[src/logic/rtc_pkg.sv]
// RTC constants: register offsets, field positions, reset values
// Assumes a byte-addressed register port with 8-bit address
// Overview of operation
// RULE1: Sixteen 32-bit backup words hold 64 bytes of application data.
// RULE2: Backup words survive system reset, power reset and standby exit.
// RULE3: Calendar keeps subsecond to year in BCD with 12 or 24 hour format; the code keeps the subsecond as a binary down-counter.
// RULE4: Date rollover follows month lengths of 28, 29 in leap years, 30, 31.
// RULE5: With reference detection on, a 50 or 60 Hz input paces the seconds.
// RULE6: Two programmable alarms each raise a wakeup-capable event on match.
// RULE7: A shift of 1 to 32767 clock pulses retards time, with optional +1 s.
// RULE8: Smooth calibration drops or adds pulses at about 1 ppm steps.
// RULE9: Three tamper inputs pass a programmable filter and raise events.
// RULE10: Timestamp pin or tamper event captures the calendar.
// RULE11: A 17-bit auto-reload wakeup counter raises a periodic event.
// RULE12: Clock source is crystal, oscillator, internal RC or fast clock/32.
// RULE13: Each event sets a status flag with its own interrupt enable.
package rtc_pkg;
	localparam logic [7:0] OFS_TIME = 8'h00;
	localparam logic [7:0] OFS_DATE = 8'h04;
	localparam logic [7:0] OFS_CTRL = 8'h08;
	localparam logic [7:0] OFS_SUBSEC = 8'h0c;
	localparam logic [7:0] OFS_PRESC = 8'h10;
	localparam logic [7:0] OFS_WUT = 8'h14;
	localparam logic [7:0] OFS_CALIB = 8'h18;
	localparam logic [7:0] OFS_SHIFT = 8'h1c;
	localparam logic [7:0] OFS_ALRA = 8'h20;
	localparam logic [7:0] OFS_ALRB = 8'h24;
	localparam logic [7:0] OFS_TSTIME = 8'h28;
	localparam logic [7:0] OFS_TSDATE = 8'h2c;
	localparam logic [7:0] OFS_TSSS = 8'h30;
	localparam logic [7:0] OFS_ISTS = 8'h34;
	localparam logic [7:0] OFS_ICLR = 8'h38;
	localparam logic [7:0] OFS_IEN = 8'h3c;
	localparam logic [7:0] OFS_BKP = 8'h40;
	localparam int NUM_BKP = 16;
	localparam int NUM_TAMP = 3;
	localparam int CTRL_W = 9;
	localparam int C_FMT12 = 0;
	localparam int C_REFON = 1;
	localparam int C_REF60 = 2;
	localparam int C_WUTEN = 3;
	localparam int C_TAMPTS = 4;
	localparam int C_SEL = 5;
	localparam int C_FILT = 7;
	localparam int STS_W = 7;
	localparam int S_ALRA = 0;
	localparam int S_ALRB = 1;
	localparam int S_WUT = 2;
	localparam int S_TS = 3;
	localparam int S_TAMP = 4;
	localparam int SH_ADD1S = 31;
	localparam int CAL_PLUS = 15;
	localparam int CALP_BITS = 11;
	localparam int HDIV_MSB = 4;
	localparam int AL_MSK_SEC = 7;
	localparam int AL_MSK_MIN = 15;
	localparam int AL_MSK_HR = 23;
	localparam int AL_MSK_DT = 31;
	localparam logic [14:0] PRESC_RST = 15'h7fff;
	localparam logic [16:0] WUT_RST = 17'h1ffff;
	localparam logic [5:0] REF50_LAST = 6'h31;
	localparam logic [5:0] REF60_LAST = 6'h3b;
	localparam logic [3:0] BCD_NINE = 4'h9;
	localparam logic [6:0] SEC_LAST = 7'h59;
	localparam logic [6:0] MIN_LAST = 7'h59;
	localparam logic [5:0] HR_ONE = 6'h01;
	localparam logic [5:0] HR_ELEVEN = 6'h11;
	localparam logic [5:0] HR_TWELVE = 6'h12;
	localparam logic [5:0] HR_LAST24 = 6'h23;
	localparam logic [2:0] WD_FIRST = 3'h1;
	localparam logic [2:0] WD_LAST = 3'h7;
	localparam logic [2:0] WD_RST = 3'h6;
	localparam logic [5:0] DAY_ONE = 6'h01;
	localparam logic [5:0] DAY_28 = 6'h28;
	localparam logic [5:0] DAY_29 = 6'h29;
	localparam logic [5:0] DAY_30 = 6'h30;
	localparam logic [5:0] DAY_31 = 6'h31;
	localparam logic [4:0] MON_JAN = 5'h01;
	localparam logic [4:0] MON_FEB = 5'h02;
	localparam logic [4:0] MON_APR = 5'h04;
	localparam logic [4:0] MON_JUN = 5'h06;
	localparam logic [4:0] MON_SEP = 5'h09;
	localparam logic [4:0] MON_NOV = 5'h11;
	localparam logic [4:0] MON_DEC = 5'h12;
	localparam logic [7:0] YR_LAST = 8'h99;
	typedef enum logic [1:0] {
		SRC_XTAL = 2'b00,
		SRC_OSC = 2'b01,
		SRC_LSI = 2'b10,
		SRC_FAST32 = 2'b11
	} rtc_src_t;
endpackage

[src/logic/rtc_top.sv]
// RTC core: BCD calendar, alarms, wakeup timer, tamper, timestamp, backup
// Assumes every input is synchronous to mclk; source clocks arrive as levels
`timescale 1ns/100ps
`default_nettype none
module rtc_top
	import rtc_pkg::*;
(
	// System
	input wire logic mclk,
	input wire logic reset,
	// Register port
	input wire logic [7:0] addr,
	input wire logic [31:0] wdata,
	input wire logic wr,
	input wire logic rd,
	output logic [31:0] rdata,
	// Clock sources
	input wire logic clk_xtal,
	input wire logic clk_osc,
	input wire logic clk_lsi,
	input wire logic high_speed_external_clock,
	input wire logic ref_clk_in,
	// Event pins
	input wire logic tamper_input_one,
	input wire logic tamper_input_two,
	input wire logic tamper_input_three,
	input wire logic timestamp_input,
	// Interrupt and wakeup request
	output logic irq
);
	typedef struct packed {
		logic [NUM_BKP-1:0][31:0] bkp;
		logic pm;
		logic [5:0] hr;
		logic [6:0] mn;
		logic [6:0] sc;
		logic [7:0] yr;
		logic [2:0] wd;
		logic [4:0] mo;
		logic [5:0] dt;
		logic [14:0] ss;
		logic [14:0] presc;
		logic [14:0] shcnt;
		logic [16:0] wut;
		logic [16:0] wucnt;
		logic [8:0] calm;
		logic calp;
		logic [19:0] win;
		logic [CTRL_W-1:0] ctrl;
		logic [31:0] alra;
		logic [31:0] alrb;
		logic [31:0] tst;
		logic [31:0] tsd;
		logic [14:0] tss;
		logic [STS_W-1:0] sts;
		logic [STS_W-1:0] ien;
		logic [4:0] hdiv;
		logic fast_p;
		logic src_p;
		logic ref_p;
		logic [5:0] refcnt;
		logic ts_p;
		logic [NUM_TAMP-1:0][3:0] tcnt;
		logic [31:0] rdata;
		logic irq;
	} rtc_state_t;
	rtc_state_t s_reg;
	rtc_state_t s_next;
	logic lvl, tick, cal_tick, extra, pre_sec, ref_sec, add1s, sec_step, day_roll, ts_edge;
	logic [1:0] dec;
	logic [3:0] need;
	logic [NUM_TAMP-1:0] tin, tev;
	logic [STS_W-1:0] ev, clr;
	logic [31:0] rmux;
	function automatic logic [7:0] bcd_inc(input logic [7:0] v);
		bcd_inc = (v[3:0] == BCD_NINE) ? {v[7:4] + 4'h1, 4'h0} : v + 8'h1;
	endfunction
	function automatic logic [5:0] month_last(input logic [4:0] mo, input logic [7:0] yr);
		logic [1:0] y4;
		// Year mod 4 from BCD digits: 10t+u = 2t+u mod 4
		y4 = yr[1:0] + {yr[4], 1'b0};
		case (mo)
			MON_FEB: month_last = (y4 == 2'b00) ? DAY_29 : DAY_28;
			MON_APR, MON_JUN, MON_SEP, MON_NOV: month_last = DAY_30;
			default: month_last = DAY_31;
		endcase
	endfunction
	function automatic logic [31:0] time_word(input rtc_state_t x);
		time_word = {9'h0, x.pm, x.hr, 1'b0, x.mn, 1'b0, x.sc};
	endfunction
	function automatic logic [31:0] date_word(input rtc_state_t x);
		date_word = {8'h0, x.yr, x.wd, x.mo, 2'b0, x.dt};
	endfunction
	function automatic logic alarm_hit(input logic [31:0] a, input logic [31:0] tw,
		input logic [5:0] dt);
		alarm_hit = (a[AL_MSK_SEC] || a[6:0] == tw[6:0])
			&& (a[AL_MSK_MIN] || a[14:8] == tw[14:8])
			&& (a[AL_MSK_HR] || a[22:16] == tw[22:16])
			&& (a[AL_MSK_DT] || a[29:24] == dt);
	endfunction
	always_comb begin
		s_next = s_reg;
		ev = '0;
		clr = '0;
		tev = '0;
		rmux = '0;
		day_roll = 1'b0;
		pre_sec = 1'b0;
		ref_sec = 1'b0;
		dec = '0;
		// Fast clock divided by 32
		if (high_speed_external_clock && !s_reg.fast_p)
			s_next.hdiv = s_reg.hdiv + 5'h1;
		s_next.fast_p = high_speed_external_clock;
		case (rtc_src_t'(s_reg.ctrl[C_SEL+:2])) // RULE12
			SRC_XTAL: lvl = clk_xtal;
			SRC_OSC: lvl = clk_osc;
			SRC_LSI: lvl = clk_lsi;
			SRC_FAST32: lvl = s_reg.hdiv[HDIV_MSB];
			default: lvl = clk_xtal;
		endcase
		s_next.src_p = lvl;
		tick = lvl && !s_reg.src_p;
		if (tick)
			s_next.win = s_reg.win + 20'h1;
		// Drop calm pulses, add one every 2^11 pulses, per 2^20 window
		cal_tick = tick && (s_reg.win >= {11'h0, s_reg.calm}); // RULE8
		extra = tick && s_reg.calp && (s_reg.win[CALP_BITS-1:0] == '0); // RULE8
		if (cal_tick && s_reg.shcnt != '0)
			s_next.shcnt = s_reg.shcnt - 15'h1; // RULE7
		else
			dec = {1'b0, cal_tick} + {1'b0, extra};
		if (dec != '0) begin
			if ({13'h0, dec} > s_reg.ss) begin
				s_next.ss = s_reg.presc + s_reg.ss + 15'h1 - {13'h0, dec};
				pre_sec = 1'b1;
			end else
				s_next.ss = s_reg.ss - {13'h0, dec};
		end
		s_next.ref_p = ref_clk_in;
		if (s_reg.ctrl[C_REFON] && ref_clk_in && !s_reg.ref_p) begin // RULE5
			if (s_reg.refcnt == (s_reg.ctrl[C_REF60] ? REF60_LAST : REF50_LAST)) begin
				s_next.refcnt = '0;
				ref_sec = 1'b1;
				s_next.ss = s_reg.presc;
			end else
				s_next.refcnt = s_reg.refcnt + 6'h1;
		end
		add1s = wr && addr == OFS_SHIFT && wdata[SH_ADD1S]; // RULE7
		sec_step = (s_reg.ctrl[C_REFON] ? ref_sec : pre_sec) || add1s;
		if (sec_step) begin // RULE3
			s_next.sc = 7'(bcd_inc({1'b0, s_reg.sc}));
			if (s_reg.sc == SEC_LAST) begin
				s_next.sc = '0;
				s_next.mn = 7'(bcd_inc({1'b0, s_reg.mn}));
				if (s_reg.mn == MIN_LAST) begin
					s_next.mn = '0;
					s_next.hr = 6'(bcd_inc({2'b0, s_reg.hr}));
					if (s_reg.ctrl[C_FMT12]) begin
						if (s_reg.hr == HR_ELEVEN) begin
							s_next.pm = !s_reg.pm;
							day_roll = s_reg.pm;
						end else if (s_reg.hr == HR_TWELVE)
							s_next.hr = HR_ONE;
					end else if (s_reg.hr == HR_LAST24) begin
						s_next.hr = '0;
						day_roll = 1'b1;
					end
				end
			end
		end
		if (day_roll) begin // RULE4
			s_next.wd = (s_reg.wd == WD_LAST) ? WD_FIRST : s_reg.wd + 3'h1;
			s_next.dt = 6'(bcd_inc({2'b0, s_reg.dt}));
			if (s_reg.dt == month_last(s_reg.mo, s_reg.yr)) begin
				s_next.dt = DAY_ONE;
				s_next.mo = 5'(bcd_inc({3'b0, s_reg.mo}));
				if (s_reg.mo == MON_DEC) begin
					s_next.mo = MON_JAN;
					s_next.yr = (s_reg.yr == YR_LAST) ? '0 : bcd_inc(s_reg.yr);
				end
			end
		end
		if (sec_step) begin // RULE6
			ev[S_ALRA] = alarm_hit(s_reg.alra, time_word(s_next), s_next.dt);
			ev[S_ALRB] = alarm_hit(s_reg.alrb, time_word(s_next), s_next.dt);
		end
		if (!s_reg.ctrl[C_WUTEN])
			s_next.wucnt = s_reg.wut;
		else if (sec_step) begin // RULE11
			if (s_reg.wucnt == '0) begin
				s_next.wucnt = s_reg.wut;
				ev[S_WUT] = 1'b1;
			end else
				s_next.wucnt = s_reg.wucnt - 17'h1;
		end
		// Tamper level must persist for 1, 2, 4 or 8 source pulses
		tin = {tamper_input_three, tamper_input_two, tamper_input_one};
		need = 4'h1 << s_reg.ctrl[C_FILT+:2];
		for (int i = 0; i < NUM_TAMP; i++) begin // RULE9
			if (!tin[i])
				s_next.tcnt[i] = '0;
			else if (tick && s_reg.tcnt[i] != need) begin
				s_next.tcnt[i] = s_reg.tcnt[i] + 4'h1;
				tev[i] = (s_reg.tcnt[i] + 4'h1) == need;
			end
		end
		ev[S_TAMP+:NUM_TAMP] = tev;
		s_next.ts_p = timestamp_input;
		ts_edge = timestamp_input && !s_reg.ts_p;
		ev[S_TS] = ts_edge;
		if (ts_edge || (s_reg.ctrl[C_TAMPTS] && tev != '0)) begin // RULE10
			s_next.tst = time_word(s_reg);
			s_next.tsd = date_word(s_reg);
			s_next.tss = s_reg.ss;
		end
		if (wr) begin
			case (addr)
				OFS_TIME: begin
					s_next.pm = wdata[22];
					s_next.hr = wdata[21:16];
					s_next.mn = wdata[14:8];
					s_next.sc = wdata[6:0];
					s_next.ss = s_reg.presc;
				end
				OFS_DATE: begin
					s_next.yr = wdata[23:16];
					s_next.wd = wdata[15:13];
					s_next.mo = wdata[12:8];
					s_next.dt = wdata[5:0];
				end
				OFS_CTRL: s_next.ctrl = wdata[CTRL_W-1:0];
				OFS_PRESC: s_next.presc = wdata[14:0];
				OFS_WUT: s_next.wut = wdata[16:0];
				OFS_CALIB: begin
					s_next.calm = wdata[8:0];
					s_next.calp = wdata[CAL_PLUS];
				end
				OFS_SHIFT: s_next.shcnt = wdata[14:0]; // RULE7
				OFS_ALRA: s_next.alra = wdata;
				OFS_ALRB: s_next.alrb = wdata;
				OFS_ICLR: clr = wdata[STS_W-1:0];
				OFS_IEN: s_next.ien = wdata[STS_W-1:0];
				default: begin
					if (addr[7:6] == OFS_BKP[7:6])
						s_next.bkp[addr[5:2]] = wdata; // RULE1
				end
			endcase
		end
		// Event set wins over a same-cycle clear
		s_next.sts = (s_reg.sts & ~clr) | ev; // RULE13
		s_next.irq = |(s_next.sts & s_next.ien); // RULE13
		if (rd) begin
			case (addr)
				OFS_TIME: rmux = time_word(s_reg);
				OFS_DATE: rmux = date_word(s_reg);
				OFS_CTRL: rmux = 32'(s_reg.ctrl);
				OFS_SUBSEC: rmux = 32'(s_reg.ss);
				OFS_PRESC: rmux = 32'(s_reg.presc);
				OFS_WUT: rmux = 32'(s_reg.wut);
				OFS_CALIB: rmux = {16'h0, s_reg.calp, 6'h0, s_reg.calm};
				OFS_SHIFT: rmux = 32'(s_reg.shcnt);
				OFS_ALRA: rmux = s_reg.alra;
				OFS_ALRB: rmux = s_reg.alrb;
				OFS_TSTIME: rmux = s_reg.tst;
				OFS_TSDATE: rmux = s_reg.tsd;
				OFS_TSSS: rmux = 32'(s_reg.tss);
				OFS_ISTS: rmux = 32'(s_reg.sts);
				OFS_IEN: rmux = 32'(s_reg.ien);
				default: begin
					if (addr[7:6] == OFS_BKP[7:6])
						rmux = s_reg.bkp[addr[5:2]];
				end
			endcase
		end
		s_next.rdata = rmux;
		if (reset) begin
			s_next = '0;
			s_next.bkp = s_reg.bkp; // RULE2
			s_next.presc = PRESC_RST;
			s_next.ss = PRESC_RST;
			s_next.wut = WUT_RST;
			s_next.wucnt = WUT_RST;
			s_next.wd = WD_RST;
			s_next.mo = MON_JAN;
			s_next.dt = DAY_ONE;
		end
	end
	always_ff @(posedge mclk) begin
		s_reg <= s_next;
	end
	assign rdata = s_reg.rdata;
	assign irq = s_reg.irq;
endmodule
`default_nettype wire

[config.mk]
export PLATFORM = sky130hd
export DESIGN_NAME = rtc_top
export DESIGN_NICKNAME = d
export VERILOG_FILES = /design/src/logic/rtc_pkg.sv /design/src/logic/rtc_top.sv
export SDC_FILE = /design/constraint.sdc
export NUM_CORES = 1
export LEC_CHECK = 0
export ABC_CLOCK_PERIOD_IN_PS = 8590
export BUFFER_PORTS_ARGS = -buffer_cell sky130_fd_sc_hd__buf_2
export CAP_MARGIN = 10
export CORE_MARGIN = 8
export CORE_UTILIZATION = 55
export DETAILED_ROUTE_END_ITERATION = 12
export HOLD_SLACK_MARGIN = 0.05
export PLACE_DENSITY = 0.73
export SKIP_LAST_GASP = 1
export SYNTH_ARGS = -nofsm -noshare
export SYNTH_HDL_FRONTEND = slang
export SYNTH_SLANG_ARGS = --single-unit
[constraint.sdc]
create_clock -name mclk -period 8.59 [get_ports mclk]
set_input_delay 1.718 -clock mclk [delete_from_list [all_inputs] [get_ports mclk]]
set_output_delay 1.718 -clock mclk [all_outputs]
set_load 0.05 [all_outputs]
# Word-level counts from Yosys, hierarchy flattened
# Cells that the tools add are included.
[classes] n_eq_ne=55 bitwise_logic=10 addsub=27 n_reduce_logical=59 n_lt_le_gt_ge=4 n_mux=76 shift=1
[ops] op="$bwmux W512" count=1
[ops] op="$pmux W32 S15" count=1
[ops] op="$bmux W32 S4" count=1
[ops] op="$demux W32 S4" count=1
[ops] op="$mux W15" count=8
[ops] op="$mux W105" count=1
[ops] op="$mux W32" count=3
[ops] op="$mux W17" count=4
[ops] op="$eq A8 B6 Y1 const B" count=8
[ops] op="$mux W21" count=3
[ops] op="$mux W6" count=8
[ops] op="$mux W22" count=2
[ops] op="$eq A7 B7 Y1" count=6
[ops] op="$mux W7" count=6
[ops] op="$eq A8 B5 Y1 const B" count=4
[ops] op="$mux W8" count=4
[ops] op="$sub A15 B2 Y15" count=2
[ops] op="$eq A4 B4 Y1 const B" count=6
[ops] op="$eq A6 B6 Y1" count=4
[ops] op="$mux W1" count=23
[ops] op="$logic_and A1 B1 Y1" count=22
[ops] op="$add A20 B1 Y20 const B" count=1
[ops] op="$ge A20 B9 Y1" count=1
[ops] op="$add A6 B1 Y6 const B" count=3
[ops] op="60 further kinds" count=109
[word_totals] ff_bits=869 out_inout_bits=33 input_bits=53 wordCells=283

# Depth between registers and ports, before layout
[logic_depth] depth_word=24 mapped_depth=24 depth_no_buf=24

# Worst setup path after synthesis
# Ideal clock, no wire load.
[synth_path] path_kind="in2reg" from="input port clk_osc" to="register s_reg[334] (netlist name)" path_buffers=1 setup_slack_ns=2.417 required_time_ns=8.516 cell_stages=22 setup_ns=0.074 arrival_time_ns=6.098 cell_sequence="mux4_2 nand2b_1 clkbuf_1 nor2_1 ha_1 nor2b_1 fa_1 inv_1 ha_1 or2_2 fa_1 a21o_1 a21oi_1 o21ai_0 a21o_1 a21oi_1 o211ai_1 a41oi_1 xnor2_1 o211ai_1 o21ai_0 o21ai_0"
[synth_between] elab_chain_cells=13 word_cells_on_any_way=18 classes_between="3 x add/sub; 1 x order compare; 8 x mux; 6 x reduce/logical"
[synth_rtl] element="start: declaration" line="rtc_top.sv:19" text="input wire logic clk_osc,"
[synth_rtl] element="$pmux W1 S4 *" line="rtc_top.sv:115" text="case (rtc_src_t'(s_reg.ctrl[C_SEL+:2]))"
[synth_rtl] element="$logic_and A1 B1 Y1 *" line="rtc_top.sv:123" text="tick = lvl && !s_reg.src_p;"
[synth_rtl] element="$logic_and A1 B1 Y1 (2 in a row)" line="rtc_top.sv:128" text="extra = tick && s_reg.calp && (s_reg.win[CALP_BITS-1:0] == '0);"
[synth_rtl] element="$add A1 B1 Y2" line="rtc_top.sv:132" text="dec = {1'b0, cal_tick} + {1'b0, extra};"
[synth_rtl] element="$mux W2 *" line="rtc_top.sv:129" text="if (cal_tick && s_reg.shcnt != '0)"
[synth_rtl] element="$sub A15 B2 Y15 (tied with other cells)" line="rtc_top.sv:138" text="s_next.ss = s_reg.ss - {13'h0, dec};"
[synth_rtl] element="$mux W15" line="rtc_top.sv:134" text="if ({13'h0, dec} > s_reg.ss) begin"
[synth_rtl] element="$mux W15 *" line="rtc_top.sv:133" text="if (dec != '0) begin"
[synth_rtl] element="$mux W15" line="rtc_top.sv:142" text="if (s_reg.refcnt == (s_reg.ctrl[C_REF60] ? REF60_LAST : REF50_LAST)) begin"
[synth_rtl] element="$mux W15 *" line="rtc_top.sv:141" text="if (s_reg.ctrl[C_REFON] && ref_clk_in && !s_reg.ref_p) begin"
[synth_rtl] element="$mux W15" line="rtc_top.sv:218" text="case (addr)"
[synth_rtl] element="$mux W105 *" line="rtc_top.sv:217" text="if (wr) begin"
[synth_rtl] element="end signal: assignment" line="rtc_top.sv:290" text="s_reg <= s_next;"
[synth_rtl] element="end: declaration" line="rtc_top.sv:67" text="rtc_state_t s_reg;"
# Mark *: on every way between the ends. The rest lies on a longest branch, timed or not.
# A chain may end at the register's enable or synchronous reset.

# Final worst setup path
[layout_path] from="input port clk_osc" to="register s_reg (netlist bit irq)"
[layout_between] elab_chain_cells=21 word_cells_on_any_way=54 classes_between="1 x add/sub; 1 x order compare; 8 x eq/ne; 17 x mux; 2 x bitwise; 25 x reduce/logical"
[layout_rtl] element="$pmux W1 S4 *" line="rtc_top.sv:115"
[layout_rtl] element="$logic_and A1 B1 Y1 *" line="rtc_top.sv:123"
[layout_rtl] element="$logic_and A1 B1 Y1 (2 in a row)" line="rtc_top.sv:128"
[layout_rtl] element="$add A1 B1 Y2" line="rtc_top.sv:132"
[layout_rtl] element="$mux W2" line="rtc_top.sv:129"
[layout_rtl] element="$gt A2 B15 Y1" line="rtc_top.sv:134"
[layout_rtl] element="$mux W1" line="rtc_top.sv:134"
[layout_rtl] element="$mux W1" line="rtc_top.sv:133"
[layout_rtl] element="(+4 left out)"
[layout_rtl] element="$logic_or A1 B1 Y1, on equally long branches" line="rtc_top.sv:96, rtc_top.sv:97"
[layout_rtl] element="$logic_and A1 B1 Y1" line="rtc_top.sv:97" text="&& (a[AL_MSK_MIN] || a[14:8] == tw[14:8])"
[layout_rtl] element="$logic_and A1 B1 Y1" line="rtc_top.sv:98" text="&& (a[AL_MSK_HR] || a[22:16] == tw[22:16])"
[layout_rtl] element="$logic_and A1 B1 Y1" line="rtc_top.sv:99" text="&& (a[AL_MSK_DT] || a[29:24] == dt);"
[layout_rtl] element="$mux W2" line="rtc_top.sv:184" text="if (sec_step) begin"
[layout_rtl] element="$or A7 B7 Y7 *" line="rtc_top.sv:251" text="s_next.sts = (s_reg.sts & ~clr) | ev;"
[layout_rtl] element="$and A7 B7 Y7 *" line="rtc_top.sv:252" text="s_next.irq = |(s_next.sts & s_next.ien);"
[layout_rtl] element="$reduce_or A7 Y1 *" line="rtc_top.sv:252"
# Marked as above.

==> impl_results.md <==
* Run status: finished clean
* CTS Buf Count at 91
* Hold Crit Class: flop to flop
* FMAX at ~160 MHz
* Setup Buffers After CTS at 0
* Most frequent cells in the layout: edfxtp_1 (512), dfxtp_1 (357), nand2_1 (341)
* CP Launch Type: input pin
* Initial antenna violation count at 7
* Final period util at roughly three quarters
* Yosys warnings at 0
* Max-Cap Viols at 0
* Congestion Overflow GR at 0
* Share of cells above drive strength 1 at 15.03%
* FFs w/ async S/R, synth at 0%
* Clock Path Buffers at 3
* Clk slew on worst S/H paths at 60 ps
* RSZ-0062 raised after global routing: no
* DRC Markers at 0
* Internal at 0.006912 W
* CTS Sinks at between 800 and 900
* Slew of the pin with the lowest slew margin at between 1000 and 1500 ps
* Leakage at between 15 and 20 nW
* Worst-case vdd ir drop at 0.2135 mV
* Post-synthesis sequential area ratio at 56.82%
* RePlAce Congestion at 0.9570
* First-pass GRT wire length at 181.2 mm
* Total Neg Setup Slack at 0 ps
* CTS root buf: clkbuf_16
* Skew final at 33.52 ps
* Metal3 WL at 13.46 mm
* Critical Path Fanout Max at 15
* Post-CTS Hold Buffers at 0
* Syn-to-layout area delta at 10.54%
* GRT Resource Usage Total at 29.52%
* Top Metal Used: met5
* Final setup fails at 0
* CP endpoint kind: flop
* Vias at 28.93k
* NetSw at around 0.0021 W
* Pwr Density at around 210 nW/um2
* TritonCTS clock tree: built
* Core Rows at 98
* DRT met1 WL at 46.72 mm
* Height of the die at 284.5 um
* R2R Setup Slk at 2690 ps
* CP required at 9180 ps
* Commonest non-fill, non-tap cell in the layout: edfxtp_1
* CP max stage cell: nand4_1
* Area of the mapped netlist at between 30000 and 40000 um2
* Crit-path cells: buf_2 -> mux4_2 -> nand2b_1 -> nor2_1 -> ha_1 -> nor2b_1 -> ha_1 -> inv_1 -> a211oi_4 -> nand4_1 -> nand2_1 -> nand4_1 -> nor3b_1 -> nor3_1 -> or3b_1 -> o31ai_1 -> a41oi_1 -> o211ai_1
* Via density at 6.676
* Final HPWL DP at 75.69 mm
* I/O pin cnt at 86
* DRC marker count from the first detailed-route iteration at approximately 4k
* Final net count at roughly 3.4k
* Clock power share at 43.2%
* Top FF cell, synth: edfxtp_1
* Synth Instances at roughly 3.3k
* H-tree Lvls at 3
* Seq pwr share at between 40 and 50%
* Wirelength per Cell at between 20 and 30 um
* Relative slew slack at 16.37%
* Final ANT Viol Nets at 0
* CP arrival at 6870 ps
* Gate power share at about 7%
* Sw frac at 23.59%
* Setup CP Type: input pin to flop
* Die Wd at 284.5 um
* Starting Density at 55.54%
* Crit path largest cell delay at 660 ps
* EDFF count, synth at 512
* Resized cells post-CTS at 0
* Initial DRT Pass Iterations at 8
* Synth Register Bits at just under 900
* Post-layout min period at 6282 ps
* Vias in the first global route at 28.07k
* Largest net degree at the start of global routing at ~130
* Hold Violations, Final at 0
* Mapped Nets at approximately 3.4k
* Netlist cell types at 83
* Final core occ at about three fifths
* Mapped Avg Cell Area at approximately 12 um2
* Max FFs per register at 836
* DIE AREA at around 80000 um2
* Core area at 71360 um2
* Met2 WL post-DR at 56.83 mm
* Clock latency on the worst-skew pair at 680 ps
* PortBufs at 85
* Count of final max-slew check failures at 0
* Routed wire length at around 120 mm
final cells by class:
cell class,instances,area [um2]
repair buffers,141,867.1
diodes,4,10.01
flip-flops and latches,869,22520
fillers,5405,27550
clock buffers,132,2625
well taps,950,1189
multi-input cells,2090,15800
clock inverters,34,371.6
inverters,114,427.9
through the flow:
| stage | worst slack (ps) | instances | cell area, um2 | hold slack (ps) | power [W] |
|---|---|---|---|---|---|
| floorplan | 2417 | 3318 | 39640 | 435.7 | 0.004987 |
| global placement | 1802 | 4164 | 40810 | 444.0 | 0.005187 |
| detailed placement | 1702 | 4164 | 40810 | 455.7 | 0.005201 |
| CTS | 2374 | 4330 | 43800 | 465.7 | 0.009069 |
| global route | 1878 | 4330 | 43800 | 483.8 | 0.009283 |
| finish | 2308 | 4334 | 43810 | 470.2 | 0.009047 |
cells in the mapped netlist, drive strengths merged, types with 10 or more instances:
library cell	n	area, um2
edfxtp	512	15370
nand2b	25	156.4
a21oi	184	924.6
nor2	311	1167
or3	19	118.9
and2	11	68.81
o21ai	67	335.3
buf	69	410.4
nand3b	28	210.2
nand4	21	131.4
inv	114	427.9
a22oi	57	432.9
and3	30	187.7
xor2	59	516.8
a41oi	17	148.9
a311oi	10	87.58
clkbuf	176	660.6
a211o	31	271.5
o22ai	14	87.58
nor3	67	357.8
nand2	341	1280
nor4b	11	96.34
a31oi	23	143.9
a222oi	28	280.3
or2	12	75.07
xnor2	65	569.3
a22o	17	148.9
or4	11	90.08
nor2b	23	143.9
mux2	10	112.6
a221oi	28	245.2
ha	68	850.8
mux4	161	3626
a211oi	51	400.4
nor4	19	155.2
dfxtp	357	7147
mux2i	80	800.8
nand3	75	375.4
metal layers:
| layer | global-route usage, % | up-vias |
|---|---|---|
| li1 | - | 12390 |
| met1 | 38.80 | 14300 |
| met2 | 47.02 | 1865 |
| met3 | 6.208 | 381 |
| met4 | 13.43 | 2 |
| met5 | 0 | - |
power groups by stage:
stage	combinational, W	sequential, W	clock (W)
3_5_place_dp	0.000602	0.00460	0
2_1_floorplan	0.000408	0.00458	0
5_1_grt	0.000658	0.00452	0.00411
4_1_cts	0.000609	0.00451	0.00395
3_3_place_gp	0.000590	0.00460	0
6_report	0.000619	0.00452	0.00391
path summary, 6_finish.rpt:
path                   start    endpoint  cells after the start
setup / recovery     clk_osc         irq                     18
hold / removal    s_reg[183]  s_reg[183]                      2
setup reg to reg  s_reg[228]         irq                     19
hold reg to reg   s_reg[183]  s_reg[183]                      2
logic make-up after synthesis:
family                   synth area share [%]
AND/OR/NAND/NOR                         12.40
flip-flops                              56.82
AO/OA/AOI/OAI                           10.51
buffers and inverters                   3.782
multiplexers                            11.45
XOR/XNOR                                2.740
adder cells (fa/ha/maj)                 2.298
critical path, delay by kind of cell:
kind                       cells  cell delay (ps)
and+or+nand+nor                9             3020
AOI/OAI and AO/OA              4              890
buffers and inverters          2              180
muxes                          1              470
adders and majority gates      2              550
Note: power is estimated with default switching activity, not from simulation.
